**src/hdl/udl_map.svh**
```systemverilog
// constants of the unlock, irq pulse and line test register bank
// assumes a 16-bit parallel register bus with byte enables
// Behaviour
// - suspend entry locks all register writes
// - after resume host writes key first
// - full 16-bit key write AA37 unlocks writes
// - 16-bit register sets irq pulse width
// - pulse lasts count times 3.33 ns unit
// - pulse width resets to 1Eh
// - force high speed disables chirp detection
// - force full speed disables chirp detection
// - pattern bit toggles lines pseudo-randomly
// - K bit drives K state
// - J bit drives J state
// - quiet bit idles lines, NAKs HS IN
// - host sets at most one line-test bit
// - host never sets both force bits
// - bus reset keeps force bits, clears others
// - host writes reserved bits as zero
`ifndef UDL_MAP_SVH
`define UDL_MAP_SVH
// ==============================
// device register map
`define UDL_ADDR_W 10
`define UDL_OFS_UNLOCK 10'h27C
`define UDL_OFS_PULSE 10'h280
`define UDL_OFS_TEST 10'h284
`define UDL_UNLOCK_KEY 16'hAA37
`define UDL_PULSE_RESET 16'h001E
`define UDL_TEST_RESET 8'h00
// ==============================
// line test fields
`define UDL_BIT_FORCE_HS 7
`define UDL_BIT_FORCE_FS 4
`define UDL_BIT_PATTERN 3
`define UDL_BIT_K 2
`define UDL_BIT_J 1
`define UDL_BIT_QUIET 0
`define UDL_TEST_KEEP_MASK 8'h90
`define UDL_TEST_RSVD_MASK 8'h60
`define UDL_PSEUDO_RANDOM_PATTERN_SEED 15'h7FFF
// ==============================
// timing
`define UDL_PULSE_UNIT_PS 32'h0000_0D02
`define UDL_CLK_PERIOD_PS 32'h0000_1F40
// ==============================
// host controller apb map
`define UDL_APB_ORDER 12'h000
`define UDL_APB_WDATA 12'h004
`define UDL_APB_STATUS 12'h008
`define UDL_APB_RDATA 12'h00C
`define UDL_ORD_WRITE 24
`endif

```
**src/hdl/udl_pkg.sv**
```systemverilog
// types shared by both ends of the register bus
// assumes udl_map.svh for the widths
`include "udl_map.svh"
package udl_pkg;
	// ==============================
	// host controller sequence
	typedef enum logic [1:0] {
		H_IDLE = 2'b00,
		H_UNLK = 2'b01,
		H_WAIT = 2'b10
	} udl_hstate_t;
	// ==============================
	// state records
	typedef struct packed {
		logic locked;
		logic prevSuspend;
		logic [15:0] pulseCount;
		logic [7:0] testCtrl;
		logic [14:0] pseudo_random_pattern;
		logic ack;
		logic [15:0] rdata;
		logic sendNak;
		logic dp;
		logic dm;
		logic lineOe;
	} udl_dev_t;
	typedef struct packed {
		logic active;
		logic [31:0] remain;
		logic irqOut;
	} udl_pulse_t;
	typedef struct packed {
		udl_hstate_t st;
		logic [`UDL_ADDR_W-1:0] addr;
		logic [1:0] byteEn;
		logic write;
		logic [15:0] wdata;
		logic [15:0] readData;
		logic needUnlock;
		logic refused;
		logic req;
		logic reqWrite;
		logic [`UDL_ADDR_W-1:0] reqAddr;
		logic [1:0] reqBe;
		logic [15:0] reqData;
	} udl_host_t;
endpackage : udl_pkg

```
**src/hdl/udl_bus_if.sv**
```systemverilog
// parallel register bus between host controller and device
// assumes both ends run on the same sys_clk
`timescale 1ns/1ps
interface udl_bus_if #(parameter int AW = 10);
	logic req;
	logic write;
	logic [AW-1:0] addr;
	logic [1:0] byteEn;
	logic [15:0] wdata;
	logic ack;
	logic [15:0] rdata;
	modport host (output req, write, addr, byteEn, wdata, input ack, rdata);
	modport device (input req, write, addr, byteEn, wdata, output ack, rdata);
endinterface : udl_bus_if

```
**src/hdl/udl_device.sv**
```systemverilog
// device end: write lock, irq pulse width and line test registers
// assumes host bus and user inputs are on sys_clk
`timescale 1ns/1ps
`include "udl_map.svh"
module udl_device import udl_pkg::*; (
	// clock and reset
	input wire logic sys_clk,
	input wire logic resetn,
	// register bus
	udl_bus_if.device bus,
	// usb state
	input wire logic suspend,
	input wire logic busReset,
	input wire logic hsInToken,
	// fifo write gate
	input wire logic fifoWrReq,
	output logic fifoWrGrant,
	// interrupt
	input wire logic irqEvent,
	input wire logic irqLevel,
	input wire logic irqPulseMode,
	output logic irqOut,
	// speed control
	output logic forceHighSpeed,
	output logic forceFullSpeed,
	output logic chirpEnable,
	// line test drive
	output logic lineDp,
	output logic lineDm,
	output logic lineOe,
	output logic quietNakMode,
	output logic sendNak,
	// status
	output logic writeLocked
);
	udl_dev_t s;
	udl_dev_t next_s;
	logic wrHit;
	logic wrAllowed;
	logic keyOk;
	logic suspendEntry;
	logic prbsBit;

	// ==============================
	// helpers
	function automatic logic [15:0] merge16(
		input logic [15:0] old,
		input logic [15:0] val,
		input logic [1:0] be
	);
		logic [15:0] r;
		r = old;
		if (be[0]) begin
			r[7:0] = val[7:0];
		end
		if (be[1]) begin
			r[15:8] = val[15:8];
		end
		return r;
	endfunction : merge16

	function automatic logic [15:0] readMux(
		input logic [`UDL_ADDR_W-1:0] a,
		input udl_dev_t st
	);
		logic [15:0] r;
		r = 16'h0000;
		unique case (a)
			`UDL_OFS_PULSE: begin
				r = st.pulseCount;
			end
			`UDL_OFS_TEST: begin
				r = {8'h00, st.testCtrl};
			end
			default: begin
				r = 16'h0000;
			end
		endcase
		return r;
	endfunction : readMux

	// ==============================
	// write decode and lock
	always_comb begin
		next_s = s;
		wrHit = bus.req & bus.write;
		keyOk = wrHit
			& (bus.addr == `UDL_OFS_UNLOCK)
			& (bus.byteEn == 2'b11)
			& (bus.wdata == `UDL_UNLOCK_KEY);
		wrAllowed = wrHit & ~s.locked;
		suspendEntry = suspend & ~s.prevSuspend;
		next_s.prevSuspend = suspend;
		if (keyOk) begin
			next_s.locked = 1'b0;
		end
		if (suspendEntry) begin
			next_s.locked = 1'b1;
		end

		// ==============================
		// register writes
		if (wrAllowed && bus.addr == `UDL_OFS_PULSE) begin
			next_s.pulseCount = merge16(s.pulseCount, bus.wdata, bus.byteEn);
		end
		if (wrAllowed && bus.addr == `UDL_OFS_TEST && bus.byteEn[0]) begin
			next_s.testCtrl = bus.wdata[7:0];
		end
		if (busReset) begin
			next_s.testCtrl = s.testCtrl & `UDL_TEST_KEEP_MASK;
		end

		// ==============================
		// bus answer, reads ignore the lock
		next_s.ack = bus.req;
		next_s.rdata = 16'h0000;
		if (bus.req && !bus.write) begin
			next_s.rdata = readMux(bus.addr, s);
		end

		// ==============================
		// line test pattern source
		prbsBit = s.pseudo_random_pattern[14] ^ s.pseudo_random_pattern[13];
		if (s.testCtrl[`UDL_BIT_PATTERN]) begin
			next_s.pseudo_random_pattern = {s.pseudo_random_pattern[13:0], prbsBit};
		end else begin
			next_s.pseudo_random_pattern = `UDL_PSEUDO_RANDOM_PATTERN_SEED;
		end

		// ==============================
		// line drive
		next_s.lineOe = 1'b1;
		if (s.testCtrl[`UDL_BIT_PATTERN]) begin
			next_s.dp = prbsBit;
			next_s.dm = ~prbsBit;
		end else if (s.testCtrl[`UDL_BIT_K]) begin
			next_s.dp = 1'b0;
			next_s.dm = 1'b1;
		end else if (s.testCtrl[`UDL_BIT_J]) begin
			next_s.dp = 1'b1;
			next_s.dm = 1'b0;
		end else if (s.testCtrl[`UDL_BIT_QUIET]) begin
			next_s.dp = 1'b0;
			next_s.dm = 1'b0;
		end else begin
			next_s.dp = 1'b0;
			next_s.dm = 1'b0;
			next_s.lineOe = 1'b0;
		end

		// ==============================
		// quiet mode answers only hs in tokens with nak
		next_s.sendNak = s.testCtrl[`UDL_BIT_QUIET] & hsInToken;
	end

	// ==============================
	// state register
	always_ff @(posedge sys_clk) begin
		if (!resetn) begin
			s <= '0;
			s.pulseCount <= `UDL_PULSE_RESET;
			s.testCtrl <= `UDL_TEST_RESET;
			s.pseudo_random_pattern <= `UDL_PSEUDO_RANDOM_PATTERN_SEED;
		end else begin
			s <= next_s;
		end
	end

	// ==============================
	// interrupt shaping
	udl_irq_pulse u_irq (
		.sys_clk(sys_clk),
		.resetn(resetn),
		.pulseMode(irqPulseMode),
		.pulseCount(s.pulseCount),
		.trigger(irqEvent),
		.irqLevel(irqLevel),
		.irqOut(irqOut)
	);

	// ==============================
	// outputs
	assign bus.ack = s.ack;
	assign bus.rdata = s.rdata;
	assign fifoWrGrant = fifoWrReq & ~s.locked;
	assign forceHighSpeed = s.testCtrl[`UDL_BIT_FORCE_HS];
	assign forceFullSpeed = s.testCtrl[`UDL_BIT_FORCE_FS];
	assign chirpEnable = ~(forceHighSpeed | forceFullSpeed);
	assign lineDp = s.dp;
	assign lineDm = s.dm;
	assign lineOe = s.lineOe;
	assign quietNakMode = s.testCtrl[`UDL_BIT_QUIET];
	assign sendNak = s.sendNak;
	assign writeLocked = s.locked;
endmodule : udl_device

```
**src/hdl/udl_irq_pulse.sv**
```systemverilog
// interrupt output shaper: level mode or programmed pulse width
// assumes trigger is a one-cycle pulse on sys_clk
`timescale 1ns/1ps
`include "udl_map.svh"
module udl_irq_pulse import udl_pkg::*; (
	// clock and reset
	input wire logic sys_clk,
	input wire logic resetn,
	// control
	input wire logic pulseMode,
	input wire logic [15:0] pulseCount,
	input wire logic trigger,
	input wire logic irqLevel,
	// output
	output logic irqOut
);
	udl_pulse_t s;
	udl_pulse_t next_s;
	logic [31:0] target;

	// ==============================
	// pulse timing
	always_comb begin
		next_s = s;
		target = 32'(pulseCount) * `UDL_PULSE_UNIT_PS;
		if (trigger) begin
			next_s.active = 1'b1;
			next_s.remain = target;
		end else if (s.active) begin
			if (s.remain > `UDL_CLK_PERIOD_PS) begin
				next_s.remain = s.remain - `UDL_CLK_PERIOD_PS;
			end else begin
				next_s.active = 1'b0;
			end
		end
		next_s.irqOut = pulseMode ? next_s.active : irqLevel;
	end

	always_ff @(posedge sys_clk) begin
		if (!resetn) begin
			s <= '0;
		end else begin
			s <= next_s;
		end
	end

	assign irqOut = s.irqOut;
endmodule : udl_irq_pulse

```
**src/flat_wrapper.sv**
```systemverilog
// flat-port wrapper written by rule: the top's interface ports become plain ports
module udl_device_flat import udl_pkg::*;
  (sys_clk, resetn, suspend, busReset, hsInToken, fifoWrReq, fifoWrGrant, irqEvent, irqLevel, irqPulseMode, irqOut, forceHighSpeed, forceFullSpeed, chirpEnable, lineDp, lineDm, lineOe, quietNakMode, sendNak, writeLocked, bus_req, bus_write, bus_addr, bus_byteEn, bus_wdata, bus_ack, bus_rdata);
  udl_bus_if #(.AW(10)) bus_i ();
  input wire logic sys_clk;
  input wire logic resetn;
  input wire logic suspend;
  input wire logic busReset;
  input wire logic hsInToken;
  input wire logic fifoWrReq;
  output logic fifoWrGrant;
  input wire logic irqEvent;
  input wire logic irqLevel;
  input wire logic irqPulseMode;
  output logic irqOut;
  output logic forceHighSpeed;
  output logic forceFullSpeed;
  output logic chirpEnable;
  output logic lineDp;
  output logic lineDm;
  output logic lineOe;
  output logic quietNakMode;
  output logic sendNak;
  output logic writeLocked;
  input wire logic [$bits(bus_i.req)-1:0] bus_req;
  input wire logic [$bits(bus_i.write)-1:0] bus_write;
  input wire logic [$bits(bus_i.addr)-1:0] bus_addr;
  input wire logic [$bits(bus_i.byteEn)-1:0] bus_byteEn;
  input wire logic [$bits(bus_i.wdata)-1:0] bus_wdata;
  output wire logic [$bits(bus_i.ack)-1:0] bus_ack;
  output wire logic [$bits(bus_i.rdata)-1:0] bus_rdata;
  assign bus_i.req = bus_req;
  assign bus_i.write = bus_write;
  assign bus_i.addr = bus_addr;
  assign bus_i.byteEn = bus_byteEn;
  assign bus_i.wdata = bus_wdata;
  assign bus_ack = bus_i.ack;
  assign bus_rdata = bus_i.rdata;
  udl_device u_core (.sys_clk(sys_clk), .resetn(resetn), .bus(bus_i), .suspend(suspend), .busReset(busReset), .hsInToken(hsInToken), .fifoWrReq(fifoWrReq), .fifoWrGrant(fifoWrGrant), .irqEvent(irqEvent), .irqLevel(irqLevel), .irqPulseMode(irqPulseMode), .irqOut(irqOut), .forceHighSpeed(forceHighSpeed), .forceFullSpeed(forceFullSpeed), .chirpEnable(chirpEnable), .lineDp(lineDp), .lineDm(lineDm), .lineOe(lineOe), .quietNakMode(quietNakMode), .sendNak(sendNak), .writeLocked(writeLocked));
endmodule
```
**config.mk**
```make
export PLATFORM = sky130hd
export DESIGN_NAME = udl_device_flat
export DESIGN_NICKNAME = d
export VERILOG_FILES = /design/src/hdl/udl_pkg.sv /design/src/hdl/udl_bus_if.sv /design/src/hdl/udl_device.sv /design/src/hdl/udl_irq_pulse.sv /design/src/flat_wrapper.sv
export VERILOG_INCLUDE_DIRS = /design/src /design/src/hdl
export SDC_FILE = /design/constraint.sdc
export NUM_CORES = 1
export LEC_CHECK = 0
export BUFFER_PORTS_ARGS = -buffer_cell sky130_fd_sc_hd__buf_4
export CORE_MARGIN = 4
export CORE_UTILIZATION = 60
export CTS_CLUSTER_SIZE = 25
export DETAILED_ROUTE_END_ITERATION = 10
export PLACE_DENSITY_LB_ADDON = 0.1
export SLEW_MARGIN = 10
export SYNTH_ARGS = -nofsm -noshare
export SYNTH_HDL_FRONTEND = slang
export SYNTH_SLANG_ARGS = --single-unit
```
**constraint.sdc**
```tcl
create_clock -name sys_clk -period 4.89 [get_ports sys_clk]
set_clock_uncertainty 0.15 [all_clocks]
set_input_delay 1.467 -clock sys_clk [delete_from_list [all_inputs] [get_ports sys_clk]]
set_output_delay 1.467 -clock sys_clk [all_outputs]
set_load 0.03 [all_outputs]
```
After elaboration in Yosys (flattened, before gate mapping)
Index checks and enable logic that the tools add are counted.
Cells by class
  $add $sub $neg: 1
  reductions and logical operators: 17
  bitwise logic cells: 16
  muxes and demuxes: 15
  $mul: 1
  magnitude comparators: 1
  eq/ne operators: 5
Operators by type and width (count)
  2-to-1 mux 33 bit: 2
  > comparator 32 x 13 -> 1 bit (second input constant): 1
  2-to-1 mux 32 bit: 1
  one-hot mux 16 bit (2 select lines): 1
  subtractor 32 x 13 -> 32 bit (second input constant): 1
  == test 10 bit (second input constant): 3
  multiplier 16 x 11 -> 27 bit (second input constant): 1
  == test 16 bit (second input constant): 1
  AND reduction 2 bit: 7
  AND 1 bit: 8
  2-to-1 mux 1 bit: 8
  2-to-1 mux 2 bit: 3
  NOT 1 bit: 6
  nonzero test 2 bit: 3
  logical AND 1 bit: 4
  OR reduction 2 bit: 2
  == test 2 bit (second input constant): 1
  logical NOT 1 bit: 1
  bitwise OR 1 bit: 1
  XOR 1 bit: 1
Word-level totals
  bits of input ports: 39
  flip-flop bits (word level): 96

Depth between registers and ports, before layout
Gate-level depths: netlist (run 1).
  depth after elaboration: 6
  gate-level depth with buffers: 15
  mapped depth without buffers: 14

Modules after synthesis
A second synthesis (run 1) with hierarchy kept.
Second synthesis, totals
  cell total of the unflattened synthesis: 643
  area, all modules: 6212.2 um^2
By module, submodules not included
  udl_irq_pulse: instances 1, area each 3842.4 um^2, cells an instance 424
  udl_device: instances 1, area each 2369.8 um^2, cells an instance 219

Least setup slack after synthesis (run 1)
No wires, ideal clock.
  path type: flip-flop to flip-flop
  start point: reg, netlist name u_core.s[45]
  end point: reg u_core.u_irq.s[28] (netlist name)
  period minus slack after synthesis: 4061 ps
  setup slack: 829 ps
  path buffers: 0
  setup time: 61 ps
  stages on the path, launching flop included: 15
  data arrival time: 3851 ps
  cell sequence: dfxtp_1 > ha_1 > inv_1 > fa_1 > inv_1 > ha_1 > fa_1 > ha_1 > ha_1 > o211ai_1 > o21ai_0 > o21a_1 > a41oi_1 > mux2i_1 > o2111a_1
On the way
  longest elaborated chain between the ends: 2
RTL lines
  multiplier 16 x 11 -> 27 bit (no line)
  2-to-1 mux 33 bit: line udl_irq_pulse.sv:26  | if (trigger) begin
  to (signal assigned): line udl_irq_pulse.sv:43  | s <= next_s;
  to (decl): line udl_irq_pulse.sv:17  | udl_pulse_t s;
No other way between the ends.
A chain may end at the register's enable or synchronous reset.

Worst setup path in the final report (run 1)
  start point: reg, netlist name u_core.s[46]
  end point: reg u_core.u_irq.s[28] (netlist name)
On the way
  longest elaborated chain between the ends: 2
RTL lines (line)
  multiplier 16 x 11 -> 27 bit (no line)
  2-to-1 mux 33 bit: udl_irq_pulse.sv:26
No other way between the ends.

==> results of run 1 <==
-- state kept, by name (all words and copies together), names as in the netlist --
register and count:
u_core.lineDm 1, u_core.s 37, u_core.forceHighSpeed 1, u_core.bus.ack 1, u_core.lineDp 1, u_core.forceFullSpeed 1, u_core.quietNakMode 1, u_core.u_irq.s 32
u_core.writeLocked 1, u_core.u_irq.irqOut 1, u_core.lineOe 1, u_core.sendNak 1, u_core.bus.rdata 16
-- cells in the final DEF (no fill, tap or decap), types with 5 or more instances in the layout --
cell      count
a21oi_1      29
a22oi_1       8
and3_1        5
buf_4        70
clkbuf_8      9
dfxtp_1      95
fa_1         18
ha_1         86
inv_1        52
mux2i_1      31
nand2_1      32
nand2b_1     11
nand3_1      12
nand4_1       7
nor2_1       63
nor3_1       24
nor4_1       14
o21ai_0      21
or2_2        15
or3_1         7
xnor2_1      24
xor2_1        9
-- per-stage QoR --
stage	hold slack (ns)	total power [µW]	cell area, µm²	utilization
after detailed placement	0.2496	982.8	6675	0.6736
final	0.2709	1538	6902	0.6965
after global routing	0.2928	1599	6902	0.6965
after CTS	0.2783	1548	6902	0.6965
after global placement	0.2471	977.7	6675	0.6736
after floorplan	0.2425	923.3	6190	-
-- per-layer routing --
metal,track usage,wire (µm),up-vias,share of wire
met3,0.04110,853,15,0.064
met5,0,0,-,0
li1,-,-,2458,-
met1,0.3252,6210,2307,0.46
met2,0.3823,6151,145,0.46
met4,0.05699,154,0,0.012
-- critical path, delay by kind of cell (launching register included) --
kind	cells	cell delay, ns
mux	1	0.25
fa+ha+maj	6	2.19
buf+inv	2	0.09
compound gates	5	1.21
flops	1	0.39
-- synthesized netlist by cell type, types with 14 or more instances --
library cell,n
buf_4,17
mux2i_1,31
a21oi_1,29
dfxtp_1,95
nor4_1,14
nor3_1,24
xnor2_1,24
or2_2,15
nand2_1,32
inv_1,52
fa_1,18
clkbuf_1,21
o21ai_0,21
nor2_1,63
ha_1,86
-- layout make-up --
cell class | count | area, µm² | area share
Tap cell | 133 | 166.4 | 0.02411
Timing Repair Buffer | 70 | 525.5 | 0.07614
Clock buffer | 9 | 123.9 | 0.01795
Multi-Input combinational cell | 491 | 3882 | 0.5625
Clock inverter | 7 | 102.6 | 0.01487
Inverter | 53 | 198.9 | 0.02883
Sequential cell | 95 | 1902 | 0.2756
-- path summary, 6_finish.rpt --
path,slack (ns),cells after the start,from,to
worst max-delay path,0.57,14,u_core.s[46],u_core.u_irq.s[28]
worst min-delay path,0.27,1,u_core.s[22],u_core.s[23]
worst max register to register,0.57,14,u_core.s[46],u_core.u_irq.s[28]
worst min register to register,0.27,1,u_core.s[22],u_core.s[23]
-- logic make-up (layout without fill, tap and decap cells) --
logic type	Yosys count	after routing	synth area share
buffers and inverters	91	139	0.06549
adder cells (fa/ha/maj)	104	104	0.2321
flip-flops	95	95	0.3073
multiplexers	31	31	0.05013
AO/OA/AOI/OAI	103	103	0.1108
XOR/XNOR	33	33	0.04670
AND/OR/NAND/NOR	220	220	0.1876
-- power groups by stage --
stage | clock (µW) | sequential [µW] | combinational (µW)
finish | 570 | 805 | 162
global route | 612 | 808 | 179
CTS | 582 | 805 | 161
detailed placement | 0 | 823 | 160
global placement | 0 | 822 | 156
floorplan | 0 | 821 | 102
==> results.yml, run 1 <==
place:
  dpl.hpwl_um: 10340
  dp.cells: 842
  portBuffers: 66
  dp_worst_setup_slack_ns: 0.5688
  place.gp.congestion: 0.8550
run_status:
  status: "complete, no violations"
power_and_ir_drop:
  p_clk_frac: 0.371
  p_sw_uw: 423.7
  leakage_uw: 0.003136
  p_comb_frac: 0.106
  ir_worst_vdd_uv: 192.0
  seqPwrFrac: 0.524
  powerDensity_nw_per_um2: 222.9
  p_int_uw: 1114
  p_sw_frac: 0.2755
cts:
  post_cts_buffers: 0
  clkSinkCount: 95
  postCtsResizedCells: 0
  htree_num_levels: 3
  clockBufferDepth: 2
  cts_made_buffers: 9
  clkLatencyLatePin_ns: 0.38
  cts_tree: "yes"
  cts.clk_slew.worst_paths_ns: 0.10
  cts_root_buf: "clkbuf_8"
  cts_hold_buf: 0
setup_path:
  worstSetupStartpointType: "flop"
  cp_cell_sequence: "ha_1 -> inv_1 -> fa_1 -> inv_1 -> ha_1 -> fa_1 -> ha_1 -> ha_1 -> o211ai_1 -> o21ai_0 -> o21a_1 -> a41oi_1 -> mux2i_1 -> o2111a_1"
  path_max_fanout: 6
  crit_type: "flop to flop"
  worstPathArrival_ns: 4.50
  critPathSlowestCell: "fa_1"
  critPathCaptureType: "flop"
  max_stage_delay_ns: 0.49
  cp.required_ns: 5.07
  cpMostUsedCell: "ha_1"
routing:
  routed_via_density: 5.740
  wl_per_cell_um: 15.58
  firstDrtPassIters: 5
  postRouteWirelength_um: 13370
  num_vias: 4925
  drt-initial-drc-count: 231
  drcViolationCount: 0
  postRouteAntennaNets: 0
worst_hold_path:
  hp-class: "flop to flop"
layout:
  area_growth_syn_to_layout_pct: 11.50
  antenna-diode-count: 0
  fill_cells: 796
  stdcell_count: 858
  drive_gt1_frac: 0.1490
  layout.nets: 863
synthesis:
  synth_top_area_share: 0.3073
  ys_types: 62
  synthCells: 677
  ys_warn_count: 0
  async_reset_ff_frac: 0
  seq_area_frac_synth: 0.3073
  synth.ff_latch_count: 95
  avgSynthCellArea_um2: 9.143
  syn-num-nets: 820
  netlist.top_cell.by_area: "dfxtp_1"
  synth_edf_count: 0
  synth_area_um2: 6190
  synth_area_leaders: "dfxtp_1 31%, ha_1 17%, fa_1 5.8%, mux2i_1 5.0%, nor2_1 3.8%"
  ys.flop_type: "dfxtp_1"
floorplan:
  die_w_um: 109.6
  initial_core_util: 0.6246
  rows: 36
  fp.dieH_um: 109.6
  core_area_um2: 9910
  ioPinCount: 67
  die_area_um2: 12010
global_route:
  grt_usage: 0.2348
  antenna_found_initial: 0
  grt_max_degree: 35
  overflow: 0
  grt_pass1_wl_um: 22270
  grt_pass1_vias: 4660
job:
  cap_violations: 0
sta:
  setup-violations-final: 0
  hold_violations: 0
  grt_setup_unrepaired: "false"
  finalMaxSlewViolations: 0
  period_needed_ns: 4.323
  max_freq_mhz: 231.3
  fin_setup_tns_ns: 0
  period_share: 0.8840
  fin_ws_ns: 0.5673
  slew_headroom: 0.3128
  worst_pin_slew_ns: 1.029
No activity file was read; power rests on OpenSTA's default activity.
==> inputs of run 2 (changes only) <==
--- a/config.mk
+++ b/config.mk
@@ -8,7 +8,7 @@
 export LEC_CHECK = 0
 export BUFFER_PORTS_ARGS = -buffer_cell sky130_fd_sc_hd__buf_4
 export CORE_MARGIN = 4
-export CORE_UTILIZATION = 60
+export CORE_UTILIZATION = 54
 export CTS_CLUSTER_SIZE = 25
 export DETAILED_ROUTE_END_ITERATION = 10
 export PLACE_DENSITY_LB_ADDON = 0.1
==> constraint.sdc (replaced) <==
create_clock -name sys_clk -period 3.63 [get_ports sys_clk]
set_clock_uncertainty 0.15 [all_clocks]
set_input_delay 1.089 -clock sys_clk [delete_from_list [all_inputs] [get_ports sys_clk]]
set_output_delay 1.089 -clock sys_clk [all_outputs]
set_load 0.03 [all_outputs]
==> run 2 against run 1 <==
The run now ends with setup timing left. Fmax up 16%. Sequential share of layout area fell by 3.2 points. Register-to-register slack got worse by 0.67 ns. Cell count rose by 6.9%. Die area is 10% higher. Global-route usage decreased by 1.3 points. Design area increased by 14%. Sequential power increased by 34%. Worst hold slack worse by 0.0044 ns. First-iteration DRC count increased by 39%. Power is 44% higher. Critical path type unchanged. Critical endpoint is now u_core.u_irq.s[24]. Largest power group unchanged. Highest routed layer unchanged.
==> results.yml, run 2 (synthesized netlist as in run 1, its figures left out) <==
global_route:
  grt_pass1_wl_um: 23730
  grt_usage: 0.2217
  overflow: 0
  grt_max_degree: 35
  grt_pass1_vias: 5042
  antenna_found_initial: 0
floorplan:
  initial_core_util: 0.5611
  ioPinCount: 67
  rows: 38
  die_area_um2: 13240
  die_w_um: 115.1
  core_area_um2: 11030
  fp.dieH_um: 115.1
routing:
  wl_per_cell_um: 15.71
  firstDrtPassIters: 4
  drcViolationCount: 0
  routed_via_density: 5.628
  drt-initial-drc-count: 321
  num_vias: 5161
  postRouteAntennaNets: 0
  postRouteWirelength_um: 14410
sta:
  hold_violations: 0
  max_freq_mhz: 267.6
  finalMaxSlewViolations: 0
  setup-violations-final: 9
  period_needed_ns: 3.736
  fin_ws_ns: -0.1065
  worst_pin_slew_ns: 0.8065
  period_share: 1.029
  slew_headroom: 0.4598
  whs_ns: 0.2665
  grt_setup_unrepaired: "true"
layout:
  drive_gt1_frac: 0.2870
  antenna-diode-count: 0
  area_growth_syn_to_layout_pct: 27.41
  stdcell_count: 917
  final_cell_mix: "122 x buf_4, 87 x dfxtp_1, 61 x nor2_1, 61 x ha_1, 50 x inv_1"
  final_common_cell: "buf_4"
  utilization: 0.7150
  layout.nets: 915
  largest_register: "u_core.s"
  largest_register_ffs: 37
setup_path:
  critPathCaptureType: "flop"
  reg2reg_from: "u_core.s[46]"
  worstPathArrival_ns: 3.84
  r2r_setup_slack_ns: -0.11
  path_max_fanout: 4
  crit_type: "flop to flop"
  reg2reg_depth: 14
  cp.required_ns: 3.73
  r2r_end: "u_core.u_irq.s[24]"
  worstSetupStartpointType: "flop"
place:
  dp.cells: 897
  dpl.hpwl_um: 10890
  place.gp.congestion: 0.8726
  portBuffers: 66
cts:
  cts_tree: "yes"
  cts_made_buffers: 9
  clkSinkCount: 95
  htree_num_levels: 3
  clockBufferDepth: 2
  cts.clk_slew.worst_paths_ns: 0.07
  cts_root_buf: "clkbuf_16"
  clkLatencyLatePin_ns: 0.34
worst_hold_path:
  hp-class: "flop to flop"
  min-delay-start: "u_core.s[32]"
  holdPathEnd: "u_core.s[33]"
  min_path_cells: 1
run_status:
  status: "finished, violations left"
  violations: "setup timing"
power_and_ir_drop:
  p_total_uw: 2213
  ir_worst_vdd_uv: 326.1
  powerDensity_nw_per_um2: 280.6
  leakage_uw: 0.003433
job:
  cap_violations: 0
run 2: cell types whose count changed in the layout (fill, tap and decap cells not counted), sizes merged:
cell / delta
buf: +52
clkinv: -1
bufinv: -1
clkinvlp: +2
run 2: how the worst max path moves through the flow:
stage,startpoint,endpoint
floorplan,u_core.s[46],u_core.u_irq.s[24]
global placement,u_core.s[48],u_core.u_irq.s[27]
detailed placement,u_core.s[46],u_core.u_irq.s[24]
CTS,u_core.s[46],u_core.u_irq.s[28]
finish,u_core.s[46],u_core.u_irq.s[24]
global route,u_core.s[51],u_core.u_irq.s[28]
run 2: per-stage QoR:
stage / setup TNS [ns] / instance area (µm²) / setup slack [ns]
after floorplan: -0.1372 / 6342 / -0.05130
after global placement: -0.7249 / 7197 / -0.1163
after detailed placement: -1.364 / 7197 / -0.2265
after CTS: -0.6207 / 7699 / -0.1494
after global routing: -2.112 / 7886 / -0.2769
final: -0.5528 / 7886 / -0.1065
run 2: what timing repair did:
action / in CTS / in global routing
gates cloned: 0 / 0
resized for setup: 30 / 31
hold buffers: 0 / 0
setup buffers: 3 / 1
pin swaps: 25 / 17
endpoints found under the setup margin: 11 / 13
run 2: power breakdown:
part,internal [µW],switching [µW]
logic,99.2,128
clock network,478,425
registers,1060,22.3
run 2: cell type report:
class | instances | area, µm²
multi-input cells | 491 | 4385
repair buffers | 122 | 915.9
clock inverters | 7 | 63.81
inverters | 53 | 198.9
flip-flops and latches | 95 | 1922
fillers | 832 | 3144
clock buffers | 9 | 225.2
well taps | 140 | 175.2
run 2: worst max-delay path, stage by stage, from the launching register on:
cell	delay, ns
dfxtp_4	0.37
ha_4	0.26
inv_2	0.03
fa_1	0.50
inv_2	0.05
ha_4	0.25
fa_1	0.44
ha_4	0.27
ha_4	0.29
o211ai_1	0.08
o21ai_1	0.19
o21a_2	0.20
a41oi_4	0.14
xor2_1	0.19
a211oi_1	0.24
run 2: routing by layer:
metal | vias up | global-route usage | part of all wire
li1 | 2567 | - | -
met1 | 2456 | 0.3029 | 0.46
met2 | 122 | 0.3696 | 0.47
met3 | 16 | 0.03737 | 0.057
met4 | 0 | 0.04930 | 0.012
met5 | - | 0 | 0
==> inputs of run 3 (changes only) <==
--- a/config.mk
+++ b/config.mk
@@ -12,6 +12,7 @@
 export CTS_CLUSTER_SIZE = 25
 export DETAILED_ROUTE_END_ITERATION = 10
 export PLACE_DENSITY_LB_ADDON = 0.1
+export RECOVER_POWER = 50
 export SLEW_MARGIN = 10
 export SYNTH_ARGS = -nofsm -noshare
 export SYNTH_HDL_FRONTEND = slang
==> constraint.sdc (replaced) <==
create_clock -name sys_clk -period 3.63 [get_ports sys_clk]
set_clock_uncertainty 0.15 [all_clocks]
set_input_delay 1.089 -clock sys_clk [delete_from_list [all_inputs] [get_ports sys_clk]]
set_output_delay 1.089 -clock sys_clk [all_outputs]
set_load 0.1 [all_outputs]
==> run 3 against run 2 <==
The flow still finishes with violations (setup timing). Via count rose by 0.79%. Sequential share of layout area rose by 0.34 points. Setup slack got worse by 0.025 ns. Combinational power increased by 4%. Worst hold slack gained 0.00052 ns. Flip-flop and latch count unchanged. Global-route usage is 0.11 points higher. Clock power is essentially flat. Non-clock buffer count unchanged. Routed wire length grew 2.7%. Critical path type unchanged.
==> results.yml, run 3 (synthesized netlist as in run 1, its figures left out) <==
setup_path:
  path_max_fanout: 4
  cp_top_family: "adder cells"
  cpMostUsedCell: "ha_4"
  crit_type: "flop to flop"
  critPathCaptureType: "flop"
  cp_cell_sequence: "ha_4 -> fa_2 -> ha_4 -> fa_1 -> ha_4 -> ha_4 -> o211ai_1 -> a21oi_2 -> o211a_4 -> a2bb2oi_4 -> mux2i_1 -> o211a_1"
  critPathSlowestCell: "fa_2"
  worstSetupStartpointType: "flop"
  cp.required_ns: 3.77
  worstPathArrival_ns: 3.90
  crit_buf_inv: 0
  max_stage_delay_ns: 0.57
cts:
  cts_hold_buf: 0
  clkSinkCount: 95
  clockBufferDepth: 2
  clkLatencyLatePin_ns: 0.34
  cts_made_buffers: 9
  cts_root_buf: "clkbuf_16"
  htree_num_levels: 3
  cts_tree: "yes"
  cts.clk_slew.worst_paths_ns: 0.07
job:
  cap_violations: 0
floorplan:
  die_w_um: 115.1
  rows: 38
  die_area_um2: 13240
  core_area_um2: 11030
  fp.dieH_um: 115.1
  ioPinCount: 67
  initial_core_util: 0.5611
routing:
  num_vias: 5202
  postRouteWirelength_um: 14790
  firstDrtPassIters: 5
  drcViolationCount: 0
  routed_via_density: 5.673
  postRouteAntennaNets: 0
  wl_per_cell_um: 16.13
  drt-initial-drc-count: 246
sta:
  grt_setup_unrepaired: "true"
  whs_ns: 0.2670
  hold_violations: 0
  fin_ws_ns: -0.1314
  period_share: 1.036
  period_needed_ns: 3.761
  setup-violations-final: 10
  fin_setup_tns_ns: -0.6996
  max_freq_mhz: 265.9
  finalMaxSlewViolations: 0
  slew_headroom: 0.2106
  worst_pin_slew_ns: 1.189
global_route:
  grt_max_degree: 35
  grt_usage: 0.2228
  grt_pass1_vias: 5114
  overflow: 0
  grt_pass1_wl_um: 23810
  antenna_found_initial: 0
layout:
  final_common_cell: "buf_4"
  drive_gt1_frac: 0.2600
  antenna-diode-count: 0
  multi_input_area_um2: 4392
  regArea_um2: 1924
  largest_register_ffs: 37
  largest_register: "u_core.s"
  stdcell_count: 917
  final_cell_mix: "96 x buf_4, 85 x dfxtp_1, 61 x nor2_1"
  fill_cells: 833
  area_growth_syn_to_layout_pct: 25.83
  utilization: 0.7061
  layout.nets: 915
place:
  portBuffers: 66
  dpl.hpwl_um: 10920
  dp.cells: 896
  place.gp.congestion: 0.8985
worst_hold_path:
  hp-class: "flop to flop"
run_status:
  status: "finished, violations left"
  violations: "setup timing"
power_and_ir_drop:
  leakage_uw: 0.003296
  ir_worst_vdd_uv: 250.1
  powerDensity_nw_per_um2: 285.1
[run 3: changes by cell type in the layout (fill, tap and decap cells not counted), moves of 3 or more]
cell | previous run | this run
a21oi_1 | 25 | 22
a21oi_2 | 2 | 7
a211oi_1 | 1 | 4
buf_4 | 122 | 96
a211oi_2 | 3 | 0
ha_4 | 25 | 30
clkbuf_1 | 0 | 26
ha_1 | 61 | 56
[run 3: layout make-up]
type,count,area share
inverter,53,0.02554
timing repair buffer,122,0.1051
tap,140,0.02249
clock inverter,7,0.007068
sequential,95,0.2471
multi-input combinational,491,0.5639
clock buffer,9,0.02892
[run 3: worst paths after layout]
check	slack (ns)	depth (start not counted)	endpoint	from
max	-0.13	12	u_core.u_irq.s[27]	u_core.s[47]
min	0.27	1	u_core.s[33]	u_core.s[32]
max reg2reg	-0.13	12	u_core.u_irq.s[27]	u_core.s[47]
min reg2reg	0.27	1	u_core.s[33]	u_core.s[32]
[run 3: what timing repair did]
item | in CTS | in global routing
pin swaps | 22 | 28
buffers inserted | 5 | 0
resized for setup | 25 | 36
setup endpoints to repair | 12 | 13
[run 3: report_power, final]
| part | leakage (µW) | switching (µW) | internal, µW |
|---|---|---|---|
| registers | 0.000775 | 23.3 | 1060 |
| clock network | 0.000138 | 428 | 473 |
| logic | 0.00238 | 140 | 96.2 |
[run 3: per-layer routing]
layer  wire, µm  GRT usage  share of wire  vias up
li1           -          -              -     2573
met1       6582     0.2962           0.44     2453
met2       7012     0.3638           0.47      149
met3        934    0.05211          0.063       27
met4        263    0.06260          0.018        0
met5          0          0              0        -
[run 3: through the flow]
step                      area [µm²]  total power, µW  setup WS [ns]
after floorplan                 6345             1261       -0.05130
after global placement          7192             1337        -0.1130
after detailed placement        7192             1344        -0.2219
after CTS                       7667             2233        -0.1063
after global routing            7789             2306        -0.2385
final                           7789             2221        -0.1314
